### config.mk
export PLATFORM = sky130hd
export DESIGN_NAME = tcc_core
export DESIGN_NICKNAME = d
export VERILOG_FILES = /design/src/tcc_pkg.sv /design/src/tcc_core.sv /design/src/tcc_timer.sv
export SDC_FILE = /design/constraint.sdc
export NUM_CORES = 1
export LEC_CHECK = 0
export BUFFER_PORTS_ARGS = -buffer_cell sky130_fd_sc_hd__buf_2
export CAP_MARGIN = 20
export CORE_ASPECT_RATIO = 0.9
export CORE_MARGIN = 3
export CORE_UTILIZATION = 54
export CTS_CLUSTER_SIZE = 40
export DETAILED_ROUTE_END_ITERATION = 8
export GPL_TIMING_DRIVEN = 0
export PLACE_DENSITY = 0.77
export REMOVE_ABC_BUFFERS = 1
export SETUP_SLACK_MARGIN = 0.4
export SYNTH_ARGS = -nofsm -noshare
export SYNTH_HDL_FRONTEND = slang
export SYNTH_HIERARCHICAL = 1
export SYNTH_SLANG_ARGS = --single-unit
export TNS_END_PERCENT = 30
### constraint.sdc
create_clock -name core_clk -period 3.4 [get_ports core_clk]
set_clock_uncertainty 0.15 [all_clocks]
set_input_delay 0.34 -clock core_clk [delete_from_list [all_inputs] [get_ports core_clk]]
set_output_delay 0.34 -clock core_clk [all_outputs]
set_load 0.02 [all_outputs]
### src/tcc_pkg.sv
// Constants and carrier types of the transceiver command control block
package tcc_pkg;

  // ---------------------------------------------------------------------
  // Summary of operation
  // ---------------------------------------------------------------------

  // ---------------------------------------------------------------------
  // Timing
  // ---------------------------------------------------------------------
  localparam int unsigned CLK_HZ         = 10_000_000;
  localparam int unsigned RX_STARTUP_NS  = 16_000;
  localparam int unsigned RX_STARTUP_CYC =
    (RX_STARTUP_NS * (CLK_HZ / 1_000_000) + 999) / 1000;

  // ---------------------------------------------------------------------
  // Widths
  // ---------------------------------------------------------------------
  localparam int unsigned AW     = 12;
  localparam int unsigned DW     = 32;
  localparam int unsigned BUF_AW = 10;
  localparam int unsigned TURN_W = 20;
  localparam int unsigned TIME_W = 32;

  // ---------------------------------------------------------------------
  // Register indices; byte address is four times the index
  // ---------------------------------------------------------------------
  localparam logic [9:0] IDX_SYSTIME = 10'h006;
  localparam logic [9:0] IDX_TXCFG   = 10'h008;
  localparam logic [9:0] IDX_DLYTIME = 10'h00A;
  localparam logic [9:0] IDX_CMD     = 10'h00D;
  localparam logic [9:0] IDX_STATUS  = 10'h00F;
  localparam logic [9:0] IDX_TURN    = 10'h01A;
  localparam logic [AW-1:0] ADDR_SYSTIME = {IDX_SYSTIME, 2'b00};
  localparam logic [AW-1:0] ADDR_TXCFG   = {IDX_TXCFG, 2'b00};
  localparam logic [AW-1:0] ADDR_DLYTIME = {IDX_DLYTIME, 2'b00};
  localparam logic [AW-1:0] ADDR_CMD     = {IDX_CMD, 2'b00};
  localparam logic [AW-1:0] ADDR_STATUS  = {IDX_STATUS, 2'b00};
  localparam logic [AW-1:0] ADDR_TURN    = {IDX_TURN, 2'b00};

  // ---------------------------------------------------------------------
  // Field positions and reset values
  // ---------------------------------------------------------------------
  localparam int unsigned B_SUPPRESS = 0;
  localparam int unsigned B_TXSTART  = 1;
  localparam int unsigned B_DLYSEND  = 2;
  localparam int unsigned B_CANCEL   = 3;
  localparam int unsigned B_IDLE     = 6;
  localparam int unsigned B_TURN     = 7;
  localparam int unsigned B_RXEN     = 8;
  localparam int unsigned B_DLYRX    = 9;
  localparam int unsigned B_TOGGLE   = 24;
  localparam logic [DW-1:0] CMD_MASK = 32'h0000_03CF;
  localparam int unsigned CFG_DBUF   = 16;
  localparam int unsigned ST_LATE    = 28;
  localparam int unsigned ST_HALF    = 31;
  localparam logic [DW-1:0] RST_WORD = 32'h0000_0000;

  // ---------------------------------------------------------------------
  // Types
  // ---------------------------------------------------------------------
  typedef enum logic [2:0] {
    S_IDLE, S_TXDLY, S_TX, S_TURN, S_RXDLY, S_RXUP, S_RX
  } tcc_state_t;

  typedef struct packed {
    logic          psel;
    logic          penable;
    logic          pwrite;
    logic [AW-1:0] paddr;
    logic [DW-1:0] pwdata;
  } tcc_apb_req_t;

  typedef struct packed {
    logic          pready;
    logic [DW-1:0] prdata;
    logic          pslverr;
  } tcc_apb_rsp_t;

  typedef struct packed {
    logic              tx_done;
    logic              rx_done;
    logic [BUF_AW-1:0] tx_rd_ptr;
    logic              hbuf_wr;
    logic [BUF_AW-1:0] hbuf_addr;
  } tcc_dp_in_t;

  typedef struct packed {
    logic tx_go;
    logic fcs_from_buf;
    logic fcs_bad;
    logic abort;
    logic rx_on;
    logic rx_search;
    logic rx_half;
  } tcc_dp_out_t;

endpackage

### src/tcc_core.sv
// Command interpreter behind the transceiver control register
`timescale 1ns/10ps
module tcc_core #(
  parameter int unsigned STARTUP_CYC = tcc_pkg::RX_STARTUP_CYC
) (
  input  wire logic                core_clk,
  input  wire logic                nrst,
  input  wire tcc_pkg::tcc_apb_req_t apb_req,
  output tcc_pkg::tcc_apb_rsp_t    apb_rsp,
  input  wire tcc_pkg::tcc_dp_in_t dp_in,
  output tcc_pkg::tcc_dp_out_t     dp_out
);

  // ---------------------------------------------------------------------
  // State
  // ---------------------------------------------------------------------
  typedef struct packed {
    tcc_pkg::tcc_state_t               st;
    logic [tcc_pkg::DW-1:0]            cmd;
    logic                              turn_pend;
    logic                              late;
    logic                              late_err;
    logic                              half;
    logic                              dbuf;
    logic [tcc_pkg::BUF_AW-1:0]        tx_off;
    logic [tcc_pkg::TURN_W-1:0]        turn_dly;
    logic [tcc_pkg::TIME_W-1:0]        dly_time;
    logic [tcc_pkg::TIME_W-1:0]        sys_time;
    logic [tcc_pkg::DW-1:0]            prdata;
    logic                              pslverr;
    tcc_pkg::tcc_dp_out_t              out;
  } tcc_core_t;

  tcc_core_t                   s_reg;
  tcc_core_t                   s_next;
  logic [tcc_pkg::DW-1:0]      clr;
  logic [tcc_pkg::DW-1:0]      cmd_set;
  logic [tcc_pkg::DW-1:0]      rd_data;
  logic                        hit;
  logic                        setup;
  logic                        wr;
  logic                        wr_cmd;
  logic                        late_hit;
  logic                        turn_load;
  logic                        up_load;
  logic                        turn_done;
  logic                        up_done;
  logic [tcc_pkg::TIME_W-1:0]  rx_lead;

  assign setup   = apb_req.psel && !apb_req.penable;
  assign wr      = apb_req.psel && apb_req.penable && apb_req.pwrite;
  assign wr_cmd  = wr && (apb_req.paddr == tcc_pkg::ADDR_CMD);
  // Only ones are taken; zeros leave command bits alone
  assign cmd_set = wr_cmd ? (apb_req.pwdata & tcc_pkg::CMD_MASK) : '0;
  assign rx_lead = tcc_pkg::TIME_W'(STARTUP_CYC);

  // Host write into the part already consumed
  assign late_hit = (s_reg.st == tcc_pkg::S_TX) && dp_in.hbuf_wr
                    && (dp_in.hbuf_addr >= s_reg.tx_off)
                    && (dp_in.hbuf_addr < dp_in.tx_rd_ptr);

  // ---------------------------------------------------------------------
  // Timers
  // ---------------------------------------------------------------------
  tcc_timer #(
    .W (tcc_pkg::TURN_W)
  ) u_turn_tmr (
    .core_clk (core_clk),
    .nrst     (nrst),
    .load     (turn_load),
    // Same as the abort pulse, taken from the register to keep no loop
    .clear    (s_reg.cmd[tcc_pkg::B_IDLE]),
    .value    (s_reg.turn_dly),
    .done     (turn_done),
    .busy     ()
  );

  tcc_timer #(
    .W (tcc_pkg::TURN_W)
  ) u_up_tmr (
    .core_clk (core_clk),
    .nrst     (nrst),
    .load     (up_load),
    .clear    (s_reg.cmd[tcc_pkg::B_IDLE]),
    .value    (tcc_pkg::TURN_W'(STARTUP_CYC)),
    .done     (up_done),
    .busy     ()
  );

  // ---------------------------------------------------------------------
  // Register read mux
  // ---------------------------------------------------------------------
  always_comb begin
    hit     = 1'b1;
    rd_data = tcc_pkg::RST_WORD;
    unique case (apb_req.paddr)
      tcc_pkg::ADDR_SYSTIME: rd_data = s_reg.sys_time;
      tcc_pkg::ADDR_TXCFG: begin
        rd_data[tcc_pkg::BUF_AW-1:0] = s_reg.tx_off;
        rd_data[tcc_pkg::CFG_DBUF]   = s_reg.dbuf;
      end
      tcc_pkg::ADDR_DLYTIME: rd_data = s_reg.dly_time;
      tcc_pkg::ADDR_CMD:     rd_data = s_reg.cmd;
      tcc_pkg::ADDR_STATUS: begin
        rd_data[2:0]              = 3'(s_reg.st);
        rd_data[tcc_pkg::ST_LATE] = s_reg.late_err;
        // Host-side receive half
        rd_data[tcc_pkg::ST_HALF] = s_reg.half;
      end
      tcc_pkg::ADDR_TURN: rd_data[tcc_pkg::TURN_W-1:0] = s_reg.turn_dly;
      default: hit = 1'b0;
    endcase
  end

  // ---------------------------------------------------------------------
  // Next state
  // ---------------------------------------------------------------------
  always_comb begin
    s_next              = s_reg;
    s_next.out.tx_go    = 1'b0;
    s_next.out.abort    = 1'b0;
    s_next.sys_time     = s_reg.sys_time + tcc_pkg::TIME_W'(1);
    clr                 = '0;
    turn_load           = 1'b0;
    up_load             = 1'b0;

    if (setup) begin
      s_next.prdata  = hit ? rd_data : tcc_pkg::RST_WORD;
      s_next.pslverr = !hit;
    end
    if (wr) begin
      unique case (apb_req.paddr)
        tcc_pkg::ADDR_TXCFG: begin
          s_next.tx_off = apb_req.pwdata[tcc_pkg::BUF_AW-1:0];
          s_next.dbuf   = apb_req.pwdata[tcc_pkg::CFG_DBUF];
        end
        tcc_pkg::ADDR_DLYTIME: s_next.dly_time = apb_req.pwdata;
        tcc_pkg::ADDR_TURN:
          s_next.turn_dly = apb_req.pwdata[tcc_pkg::TURN_W-1:0];
        tcc_pkg::ADDR_STATUS:
          if (apb_req.pwdata[tcc_pkg::ST_LATE]) begin
            s_next.late_err = 1'b0;
          end
        tcc_pkg::ADDR_CMD:
          if (apb_req.pwdata[tcc_pkg::B_TOGGLE] && s_reg.dbuf) begin
            s_next.half = !s_reg.half;
          end
        default: ;
      endcase
    end

    if (s_reg.cmd[tcc_pkg::B_IDLE]) begin
      // Abort wins over every state; pending commands are dropped too
      s_next.st         = tcc_pkg::S_IDLE;
      s_next.out.abort  = 1'b1;
      s_next.turn_pend  = 1'b0;
      s_next.late       = 1'b0;
      clr               = tcc_pkg::CMD_MASK;
    end else begin
      unique case (s_reg.st)
        tcc_pkg::S_IDLE:
          if (s_reg.cmd[tcc_pkg::B_TXSTART]) begin
            if (s_reg.cmd[tcc_pkg::B_DLYSEND]) begin
              s_next.st = tcc_pkg::S_TXDLY;
            end else begin
              s_next.st                = tcc_pkg::S_TX;
              s_next.out.tx_go         = 1'b1;
              s_next.out.fcs_from_buf  = s_reg.cmd[tcc_pkg::B_SUPPRESS];
              s_next.out.fcs_bad       = 1'b0;
              s_next.late              = 1'b0;
              s_next.turn_pend         = s_reg.cmd[tcc_pkg::B_TURN];
              clr[tcc_pkg::B_TXSTART]  = 1'b1;
              clr[tcc_pkg::B_SUPPRESS] = 1'b1;
            end
          end else if (s_reg.cmd[tcc_pkg::B_RXEN]) begin
            if (s_reg.cmd[tcc_pkg::B_DLYRX]) begin
              s_next.st = tcc_pkg::S_RXDLY;
            end else begin
              s_next.st            = tcc_pkg::S_RXUP;
              up_load              = 1'b1;
              clr[tcc_pkg::B_RXEN] = 1'b1;
            end
          end
        tcc_pkg::S_TXDLY:
          if (s_reg.sys_time == s_reg.dly_time) begin
            s_next.st                = tcc_pkg::S_TX;
            s_next.out.tx_go         = 1'b1;
            s_next.out.fcs_from_buf  = s_reg.cmd[tcc_pkg::B_SUPPRESS];
            s_next.out.fcs_bad       = 1'b0;
            s_next.late              = 1'b0;
            s_next.turn_pend         = s_reg.cmd[tcc_pkg::B_TURN];
            clr[tcc_pkg::B_TXSTART]  = 1'b1;
            clr[tcc_pkg::B_DLYSEND]  = 1'b1;
            clr[tcc_pkg::B_SUPPRESS] = 1'b1;
          end
        tcc_pkg::S_TX: begin
          if (late_hit) begin
            // Checksum stays suppressed: the far end sees a bad frame
            s_next.late               = 1'b1;
            s_next.out.fcs_bad        = 1'b1;
            s_next.out.fcs_from_buf   = 1'b1;
          end else if (s_reg.cmd[tcc_pkg::B_CANCEL] && !s_reg.late) begin
            s_next.out.fcs_from_buf = 1'b0;
          end
          clr[tcc_pkg::B_CANCEL] = s_reg.cmd[tcc_pkg::B_CANCEL];
          if (dp_in.tx_done) begin
            if (s_reg.turn_pend) begin
              s_next.st = tcc_pkg::S_TURN;
              turn_load = 1'b1;
            end else begin
              s_next.st = tcc_pkg::S_IDLE;
            end
            s_next.turn_pend = 1'b0;
          end
        end
        tcc_pkg::S_TURN:
          if (turn_done) begin
            s_next.st            = tcc_pkg::S_RXUP;
            up_load              = 1'b1;
            clr[tcc_pkg::B_TURN] = 1'b1;
          end
        tcc_pkg::S_RXDLY:
          // Turn on early by the start-up latency to hit the time
          if (s_reg.sys_time + rx_lead == s_reg.dly_time) begin
            s_next.st             = tcc_pkg::S_RXUP;
            up_load               = 1'b1;
            clr[tcc_pkg::B_RXEN]  = 1'b1;
            clr[tcc_pkg::B_DLYRX] = 1'b1;
          end
        tcc_pkg::S_RXUP:
          if (up_done) begin
            s_next.st = tcc_pkg::S_RX;
          end
        tcc_pkg::S_RX:
          if (dp_in.rx_done) begin
            s_next.st = tcc_pkg::S_IDLE;
          end
        default: s_next.st = tcc_pkg::S_IDLE;
      endcase
    end

    // New ones written this cycle win over a clear
    s_next.cmd = (s_reg.cmd & ~clr) | cmd_set;
    if (late_hit) begin
      s_next.late_err = 1'b1;
    end
    s_next.out.rx_on     = (s_next.st == tcc_pkg::S_RXUP)
                           || (s_next.st == tcc_pkg::S_RX);
    s_next.out.rx_search = (s_next.st == tcc_pkg::S_RX);
    s_next.out.rx_half   = s_next.half;
  end

  always_ff @(posedge core_clk or negedge nrst) begin
    if (!nrst) begin
      s_reg    <= '0;
      s_reg.st <= tcc_pkg::S_IDLE;
    end else begin
      s_reg <= s_next;
    end
  end

  assign apb_rsp.pready  = 1'b1;
  assign apb_rsp.prdata  = s_reg.prdata;
  assign apb_rsp.pslverr = s_reg.pslverr;
  assign dp_out          = s_reg.out;

  // ---------------------------------------------------------------------
  // Checks
  // ---------------------------------------------------------------------
  // Cycles spent in the current state
  logic [23:0] dwell;
  always_ff @(posedge core_clk or negedge nrst) begin
    if (!nrst) begin
      dwell <= 24'h00_0001;
    end else if (s_next.st != s_reg.st) begin
      dwell <= 24'h00_0001;
    end else begin
      dwell <= dwell + 24'h00_0001;
    end
  end
endmodule

### src/tcc_timer.sv
// Reloadable down-counter giving a one-cycle done pulse
`timescale 1ns/10ps
module tcc_timer #(
  parameter int unsigned W = 20
) (
  input  wire logic         core_clk,
  input  wire logic         nrst,
  input  wire logic         load,
  input  wire logic         clear,
  input  wire logic [W-1:0] value,
  output logic              done,
  output logic              busy
);

  typedef struct packed {
    logic         run;
    logic [W-1:0] cnt;
  } tcc_tmr_t;

  tcc_tmr_t s_reg;
  tcc_tmr_t s_next;

  always_comb begin
    s_next = s_reg;
    if (clear) begin
      s_next = '0;
    end else if (load) begin
      s_next.run = 1'b1;
      // A zero load still takes one cycle
      s_next.cnt = (value == '0) ? W'(1) : value;
    end else if (s_reg.run) begin
      if (s_reg.cnt == W'(1)) begin
        s_next = '0;
      end else begin
        s_next.cnt = s_reg.cnt - W'(1);
      end
    end
  end

  always_ff @(posedge core_clk or negedge nrst) begin
    if (!nrst) begin
      s_reg <= '0;
    end else begin
      s_reg <= s_next;
    end
  end

  assign done = s_reg.run && (s_reg.cnt == W'(1)) && !clear;
  assign busy = s_reg.run;

endmodule

==> reports/results.txt, run 1 <==
FF+latch area - 4800 um^2
Failing checks - negative setup slack
Ys async rst share - 100%
Root Buffer - clkbuf_16
Worst Setup SP - s_reg[45]
VDD IR-drop max - 0.000321 V
Largest net degree at the start of global routing - 101
Synth Register Bits - 191
Hold path depth - 2
Syn_area_per_cell - 9.82 um^2
Initial Util - 56.0%
Vias - 9486
Max_slew headroom - 33.8%
Min-delay src - apb_req[5]
Period utilization - 100%
Overall Power - 5.08 mW
Crit-path max FO - 7
Reg2reg end - u_up_tmr/s_reg[0]
First-pass GRT wire length - 49000 um
Hold/Removal Path Class - input port to flop
Final net count - 1383
Most frequent cell after synthesis - dfrtp_1
Max Fclk - 293 MHz
Routed Wire Length - 31100 um
Overall Global Routing Usage - 26.7%
Area Growth Syn to Fin - 17.3%
I/O Pins - 113
Yosys top cell area share - 41.9%
Max_cap viols - 0
Clk_lat worst skew - 450 ps
Leakage - 6.03 nW
Hold slack final - 14.3 ps
Final min period - 3410 ps
Placed Cells incl. Taps - 1489
# clock sinks - 191
Setup Viol. Count Final - 1
DRC - 0
CTS tree - yes
Synth area leaders - dfrtp_1, mux2_2, xnor2_1
Critical path type - flop to flop
Gr ovfl total - 0
Netlist Area Pre-Place - 11400 um^2
Ant. Diodes - 0
Register area share after synthesis - 41.9%
Number of fillers in the final layout - 1582
Die W - 159 um
Clk slew on worst S/H paths - 70 ps
TritonCTS buffer count - 17
Vias in the first global route - 9074
WP data arrival - 3610 ps
Mapped Cells - 1161
Num rows - 49
Post-Layout Cell Count - 1578
Die area - 22900 um^2
Synth area leader - dfrtp_1
Post-synth EDFFs - 0
Final HPWL DP - 20600 um
Worst reg2reg path depth - 12
GPL Wtd Cong - 0.933
Power per cell area - 380 nW/um^2
Worst setup EP type - flop
Synth top cells by count - dfrtp_1, nand2_1, xnor2_1
Max reg flops - 109
Starting DRT DRC Count - 1032
Yosys cell types - 88
Worst EP required - 3600 ps
Main synth FF type - dfrtp_1
Final hold violations - 0
Multi-input combinational cell area - 6380 um^2
CTS H-tree depth - 4
Clock Path Buffers - 2
Worst R2R Start - s_reg[45]
Layout cell share with drive strength beyond 1 - 27.3%
Final Util - 65.7%
Yosys warning count - 6
Port Buf Inserts - 111
Register-to-register setup slack - -10 ps
Final setup TNS - -12.1 ps
Final worst slack - -12.1 ps
RSZ-0062 raised after global routing - yes
Vias per cell - 6.01
Run status - finished, violations left
DRT antenna net count - 0
Crit path launch type - flop
Slew @ Worst Pin - 991 ps
Hold path endpoint - s_reg[129]
Slew Viols, Final - 0
Core Region - 20400 um^2
Die Y - 144 um
Initial antenna violation count - 0
Wire length per cell - 19.7 um
First-pass iteration count of the detailed router - 6
==> what timing repair did <==
action                                  4_1_cts  5_1_grt
hold buffers                                 17        0
hold endpoints to repair                    111        0
gates resized for setup                      58       36
endpoints found under the setup margin       74       64
pin swaps                                    17       17
setup buffers                                30        9
cloned                                        2        0
==> worst max-delay path by stage <==
stage                               endpoint  slack (ps)  cells after the start
after floorplan           u_up_tmr/s_reg[18]       -1380                     12
after global placement    u_up_tmr/s_reg[18]       -2840                     13
after detailed placement  u_up_tmr/s_reg[18]       -1310                     13
after CTS                 u_up_tmr/s_reg[16]         100                     12
after global routing       u_up_tmr/s_reg[0]        -120                     12
final                      u_up_tmr/s_reg[0]         -10                     12
==> through the flow <==
stage                     setup slack (ps)  cell area, um^2
after floorplan                      -1380            10900
after global placement               -2840            11800
after detailed placement             -1310            12000
after CTS                             98.5            13200
after global routing                  -122            13400
final                                -12.1            13400
==> area by class of cell <==
type                    count  area share [%]
multi-input cells         865            47.7
flip-flops and latches    191            35.9
inverters                  35           0.982
repair buffers            176            8.61
clock inverters            13           0.898
clock buffers              18            3.28
well taps                 280            2.62
==> critical path, cell delays in order (launching register included) <==
cell and delay [ps]:
dfrtp_2 420, ha_4 200, o2111ai_4 190, nor4_4 460, nand3_1 160, a211oi_2 200
o32a_2 200, nand4_4 140, a31oi_4 280, nor3_2 60, a311o_2 440, buf_6 170
o31ai_2 250
==> placed cells by master (no fill, tap or decap), types with 9 or more instances in the layout <==
cell type | synthesis | final
dfrtp_2 | 0 | 18
a22oi_1 | 18 | 18
dlygate4sd3_1 | 0 | 17
nor3b_1 | 14 | 13
a31oi_1 | 12 | 11
dfrtp_1 | 191 | 173
nor3_1 | 23 | 17
buf_2 | 12 | 111
ha_1 | 25 | 24
xor2_1 | 31 | 30
mux2i_1 | 22 | 22
nand2b_1 | 14 | 13
nand3_1 | 30 | 28
a21oi_1 | 34 | 34
a22o_1 | 14 | 14
buf_4 | 48 | 37
xnor2_1 | 77 | 77
inv_1 | 35 | 34
nand4_1 | 18 | 18
nor2_1 | 76 | 73
conb_1 | 2 | 40
nand2_1 | 109 | 108
o21ai_0 | 70 | 59
mux2_2 | 64 | 64
nor4_1 | 22 | 17
clkbuf_16 | 0 | 17
a221oi_1 | 9 | 9
o21ai_2 | 1 | 9
==> power by group <==
part / switching, mW / internal [mW]
clock network: 0.964 / 0.980
logic: 0.415 / 0.309
registers: 0.0875 / 2.32
total: 1.47 / 3.61
==> logic make-up (layout without fill, tap and decap cells) <==
kind of cell / after synthesis / after routing / synth area share, %
fa+ha+maj: 25 / 25 / 2.74
buf+inv: 144 / 242 / 6.77
simple gates: 378 / 378 / 18.3
mux: 86 / 86 / 8.25
xor+xnor: 108 / 108 / 8.29
other cells: 2 / 40 / 0.0659
flops: 191 / 191 / 41.9
compound gates: 227 / 228 / 13.7
==> metal layers <==
| metal | vias to the layer above | track usage (%) | wire length (um) |
|---|---|---|---|
| met1 | 4690 | 37.0 | 13600 |
| met5 | - | 0 | 0 |
| li1 | 4347 | - | - |
| met4 | 0 | 6.86 | 450 |
| met3 | 41 | 5.82 | 2430 |
| met2 | 408 | 43.1 | 14700 |
(Power assumes the default switching activity.)
==> inputs of run 2 (changes only) <==
==> constraint.sdc (replaced) <==
create_clock -name core_clk -period 3.4 [get_ports core_clk]
set_clock_uncertainty 0.15 [all_clocks]
set_input_delay 0.51 -clock core_clk [delete_from_list [all_inputs] [get_ports core_clk]]
set_output_delay 0.51 -clock core_clk [all_outputs]
set_load 0.02 [all_outputs]
==> run 2 against run 1 <==
Effect of this change: the flow still finishes with violations (negative setup slack); worst setup slack lost 18 ps; wire length shrank 0.18%; flip-flop and latch count is the same; hold slack gained 130 ps; sequential power is essentially flat; sequential share of layout area grew 0.37 points; combinational power shrank 2%; critical endpoint is now u_up_tmr/s_reg[16].
==> reports/results.txt, run 2 (synthesized netlist as in run 1, its figures left out) <==
Final worst slack - -30.6 ps
Setup Viol. Count Final - 2
Hold path endpoint - s_reg[93]
Slew @ Worst Pin - 984 ps
Die Y - 144 um
Hold slack final - 142 ps
Layout cell share with drive strength beyond 1 - 27.8%
Run status - finished, violations left
Power per cell area - 382 nW/um^2
Max_cap viols - 0
Number of fillers in the final layout - 1612
Crit path launch type - flop
CTS H-tree depth - 4
Reg2reg end - u_up_tmr/s_reg[16]
Clk slew on worst S/H paths - 70 ps
Period utilization - 101%
Leakage - 5.98 nW
Final min period - 3430 ps
Final HPWL DP - 20600 um
Die W - 159 um
Clk_lat worst skew - 450 ps
CTS tree - yes
First-pass GRT wire length - 48500 um
Num rows - 49
Crit-path max FO - 7
Vias in the first global route - 8959
Worst R2R Start - s_reg[45]
Final instance area - 13200 um^2
Worst reg2reg path depth - 12
Area Growth Syn to Fin - 16.1%
Overall Global Routing Usage - 26.5%
Ant. Diodes - 0
Port Buf Inserts - 111
Min-delay src - apb_req[21]
# clock sinks - 191
Worst setup EP type - flop
Register-to-register setup slack - -30 ps
Largest net degree at the start of global routing - 101
Final hold violations - 0
Starting DRT DRC Count - 974
Slew Viols, Final - 0
Commonest cells after routing, fill and taps aside - dfrtp_1, buf_2, nand2_1
Most common cell after layout, fill and taps aside - dfrtp_1
Routed Wire Length - 31100 um
First-pass iteration count of the detailed router - 5
Final setup TNS - -37.3 ps
Max Fclk - 291 MHz
Dpl cell area - 12000 um^2
TritonCTS buffer count - 17
Failing checks - negative setup slack
Critical path type - flop to flop
Gr ovfl total - 0
Worst EP required - 3600 ps
I/O Pins - 113
DRT antenna net count - 0
Root Buffer - clkbuf_16
VDD IR-drop max - 0.000323 V
Die area - 22900 um^2
Setup WS pre-CTS - -1310 ps
Wire length per cell - 19.8 um
Vias per cell - 6.08
Final net count - 1372
Hold/Removal Path Class - input port to flop
Clock Path Buffers - 2
Core Region - 20400 um^2
Hold path depth - 2
Vias - 9530
WP data arrival - 3630 ps
Initial Util - 56.0%
Max_slew headroom - 34.2%
GPL Wtd Cong - 0.933
RSZ-0062 raised after global routing - yes
Max reg flops - 109
Initial antenna violation count - 0
DRC - 0
-- run 2: cell types whose count changed in the layout (fill, tap and decap cells not counted), sizes merged --
cell         change
and2             +1
buf              +4
dlygate4sd3     -16
-- run 2: power by group --
part | internal (mW) | switching, mW | total (mW) | leakage (nW)
logic | 0.297 | 0.411 | 0.708 | 3.21
registers | 2.32 | 0.0882 | 2.41 | 2.50
clock network | 0.980 | 0.963 | 1.94 | 0.266
-- run 2: worst max-delay path by stage --
stage              start                 end  slack [ps]  cells past startpoint
2_1_floorplan  s_reg[52]  u_up_tmr/s_reg[18]       -1380                     12
3_3_place_gp   s_reg[45]  u_up_tmr/s_reg[18]       -2840                     13
3_5_place_dp   s_reg[45]  u_up_tmr/s_reg[18]       -1310                     13
4_1_cts        s_reg[53]  u_up_tmr/s_reg[16]         100                     12
5_1_grt        s_reg[45]  u_up_tmr/s_reg[16]        -150                     12
6_report       s_reg[45]  u_up_tmr/s_reg[16]         -30                     12
-- run 2: repair_timing --
item | in CTS | in global routing
endpoints found under the hold margin | 91 | 0
gates resized for setup | 59 | 32
setup buffers | 30 | 13
pin swaps | 17 | 18
setup endpoints to repair | 74 | 96
gates cloned | 2 | 1
hold buffers | 1 | 0
-- run 2: worst max-delay path: stages, from the launching register on --
cell	delay (ps)
dfrtp_2	420
ha_4	200
o2111ai_4	190
nor4_4	470
nand3_1	160
a211oi_2	200
o32a_2	200
nand4_4	140
a31oi_4	280
nor3_2	60
a311o_2	440
buf_6	170
o31ai_4	250
-- run 2: final cells by class --
type                       instances  area (um^2)  area share (%)
timing repair buffer             164         1020            7.71
tap                              280          350            2.65
inverter                          35          131           0.992
clock inverter                    13          120           0.907
multi-input combinational        866         6380            48.2
sequential                       191         4800            36.3
clock buffer                      18          439            3.32
-- run 2: per-stage QoR --
step / std cells / total power [mW] / utilization [%]
after detailed placement: 1489 / 3.11 / 58.8
after global routing: 1567 / 5.25 / 65.0
final: 1567 / 5.06 / 65.0
after CTS: 1553 / 5.06 / 64.1
after global placement: 1481 / 3.08 / 58.0
after floorplan: 1090 / 2.89 / -
-- run 2: layer usage --
metal / up-vias / wire [um] / GRT usage [%]
li1: 4329 / - / -
met1: 4673 / 13300 / 37.0
met2: 472 / 14400 / 42.5
met3: 56 / 2840 / 5.68
met4: 0 / 517 / 6.59
met5: - / 0 / 0
==> inputs of run 3 (changes only) <==
==> constraint.sdc (replaced) <==
create_clock -name core_clk -period 3.4 [get_ports core_clk]
set_clock_uncertainty 0.15 [all_clocks]
set_input_delay 0.68 -clock core_clk [delete_from_list [all_inputs] [get_ports core_clk]]
set_output_delay 0.68 -clock core_clk [all_outputs]
set_load 0.02 [all_outputs]
==> run 3 against run 2 <==
Effect of this change: the flow still finishes with violations (negative setup slack); critical path depth unchanged; first-iteration DRC count is 4.6% lower; sequential share of layout area barely moved; clock power hardly changed; core utilization barely moved; cell count barely moved; fmax increased by 0.15%; critical endpoint unchanged.
==> reports/results.txt, run 3 (synthesized netlist as in run 1, its figures left out) <==
Clk_lat worst skew - 450 ps
Worst path max stage delay - 470 ps
Die area - 22900 um^2
CTS tree - yes
Overall Global Routing Usage - 26.5%
Worst EP required - 3600 ps
Final instance area - 13200 um^2
GPL Wtd Cong - 0.933
Failing checks - negative setup slack
Crit path launch type - flop
Ant. Diodes - 0
Worst R2R Start - s_reg[45]
Wire length per cell - 19.9 um
# clock sinks - 191
Worst reg2reg path depth - 12
Clock group share of total power - 38.4%
DRC - 0
Most common cell after layout, fill and taps aside - dfrtp_1
Die W - 159 um
Critical path type - flop to flop
Cell chain of the critical path - ha_4, o2111ai_4, nor4_4, nand3_1, a211oi_2, o32a_2, nand4_4, a31oi_4, nor3_2, a311o_2, buf_6, o31ai_4
Initial Util - 56.0%
Core Region - 20400 um^2
Register-to-register setup slack - -30 ps
Worst Setup SP - s_reg[45]
Final HPWL DP - 20600 um
Worst setup EP type - flop
Clk slew on worst S/H paths - 70 ps
Post-Layout Cell Count - 1566
Slew @ Worst Pin - 998 ps
Num rows - 49
WP data arrival - 3630 ps
Sw Share - 28.9%
Max_slew headroom - 33.3%
Hold/Removal Path Class - input port to async pin
Sw power - 1.46 mW
First-pass iteration count of the detailed router - 5
TritonCTS buffer count - 17
Gr ovfl total - 0
Layout cell share with drive strength beyond 1 - 28.0%
Final worst slack - -25.5 ps
Slew Viols, Final - 0
Routed Wire Length - 31200 um
Clock Path Buffers - 2
Combinational share of power - 14.0%
Largest net degree at the start of global routing - 101
Run status - finished, violations left
Vias in the first global route - 8959
Vias - 9498
Setup Viol. Count Final - 2
Commonest cells after routing, fill and taps aside - dfrtp_1, buf_2, nand2_1
RSZ-0062 raised after global routing - yes
Setup WS pre-CTS - -1310 ps
Final hold violations - 0
Max_cap viols - 0
DRT antenna net count - 0
Port Buf Inserts - 111
VDD IR-drop max - 0.000323 V
Hold slack final - 73.2 ps
Max reg flops - 109
Root Buffer - clkbuf_16
Area Growth Syn to Fin - 16.0%
Power per cell area - 383 nW/um^2
Slowest cell on the critical path - nor4_4
Crit-path max FO - 7
I/O Pins - 113
Die Y - 144 um
CP Capture Point - u_up_tmr/s_reg[16]
Leakage - 5.98 nW
Cell-internal power - 3.60 mW
Reg2reg end - u_up_tmr/s_reg[16]
Dpl cell area - 12000 um^2
Max Fclk - 292 MHz
Cts hold-fix bufs - 0
Period utilization - 101%
Final min period - 3430 ps
Final net count - 1371
CTS H-tree depth - 4
Reg power frac - 47.6%
First-pass GRT wire length - 48500 um
Final Util - 65.0%
Vias per cell - 6.07
Starting DRT DRC Count - 929
WP buf/inv - 1
Placed Cells incl. Taps - 1489
WP depth - 12
Initial antenna violation count - 0
Crit path max-delay family - compound AO/OA/AOI/OAI gates
run 3: cell types whose count changed in the layout (fill, tap and decap cells not counted):
| cell | delta |
|---|---|
| o21ai_1 | -1 |
| o21ai_2 | +1 |
| or2_1 | -1 |
| or2_2 | +1 |
| dlygate4sd3_1 | -1 |
run 3: area by class of cell:
cell class,count,area [um^2]
Fill cell,1609,7120
Multi-Input combinational cell,866,6380
Sequential cell,191,4800
Timing Repair Buffer,163,1010
Clock buffer,18,439
Tap cell,280,350
Inverter,35,131
Clock inverter,13,120
run 3: power groups by stage:
stage / combinational, mW / sequential, mW / clock [mW]
2_1_floorplan: 0.444 / 2.44 / 0
3_3_place_gp: 0.634 / 2.45 / 0
3_5_place_dp: 0.659 / 2.45 / 0
4_1_cts: 0.690 / 2.41 / 1.96
5_1_grt: 0.784 / 2.42 / 2.05
6_report: 0.707 / 2.41 / 1.95
run 3: metrics by stage:
stage,power (mW),setup TNS (ps)
floorplan,2.89,-39560
global placement,3.08,-530240
detailed placement,3.11,-52170
CTS,5.06,0
global route,5.25,-1450
finish,5.06,-28.8
run 3: how the worst min path moves through the flow:
| stage | startpoint | to | slack [ps] |
|---|---|---|---|
| 2_1_floorplan | nrst | apb_rsp[0] | 230 |
| 3_3_place_gp | apb_rsp[11] | apb_rsp[11] | 310 |
| 3_5_place_dp | apb_rsp[19] | apb_rsp[19] | 310 |
| 4_1_cts | nrst | dp_out[3] | 120 |
| 5_1_grt | nrst | dp_out[3] | 140 |
| 6_report | nrst | dp_out[3] | 70 |
run 3: per-layer routing:
layer / GRT usage [%] / part of all wire, %
met2: 42.5 / 47
met5: 0 / 0
met4: 6.59 / 1.4
met1: 37.0 / 43
met3: 5.71 / 9.0
run 3: what timing repair did:
action | CTS | global route
gates cloned | 2 | 1
hold endpoints to repair | 0 | 0
setup buffers | 30 | 13
endpoints found under the setup margin | 95 | 97
pin swaps | 17 | 18
gates resized for setup | 60 | 33
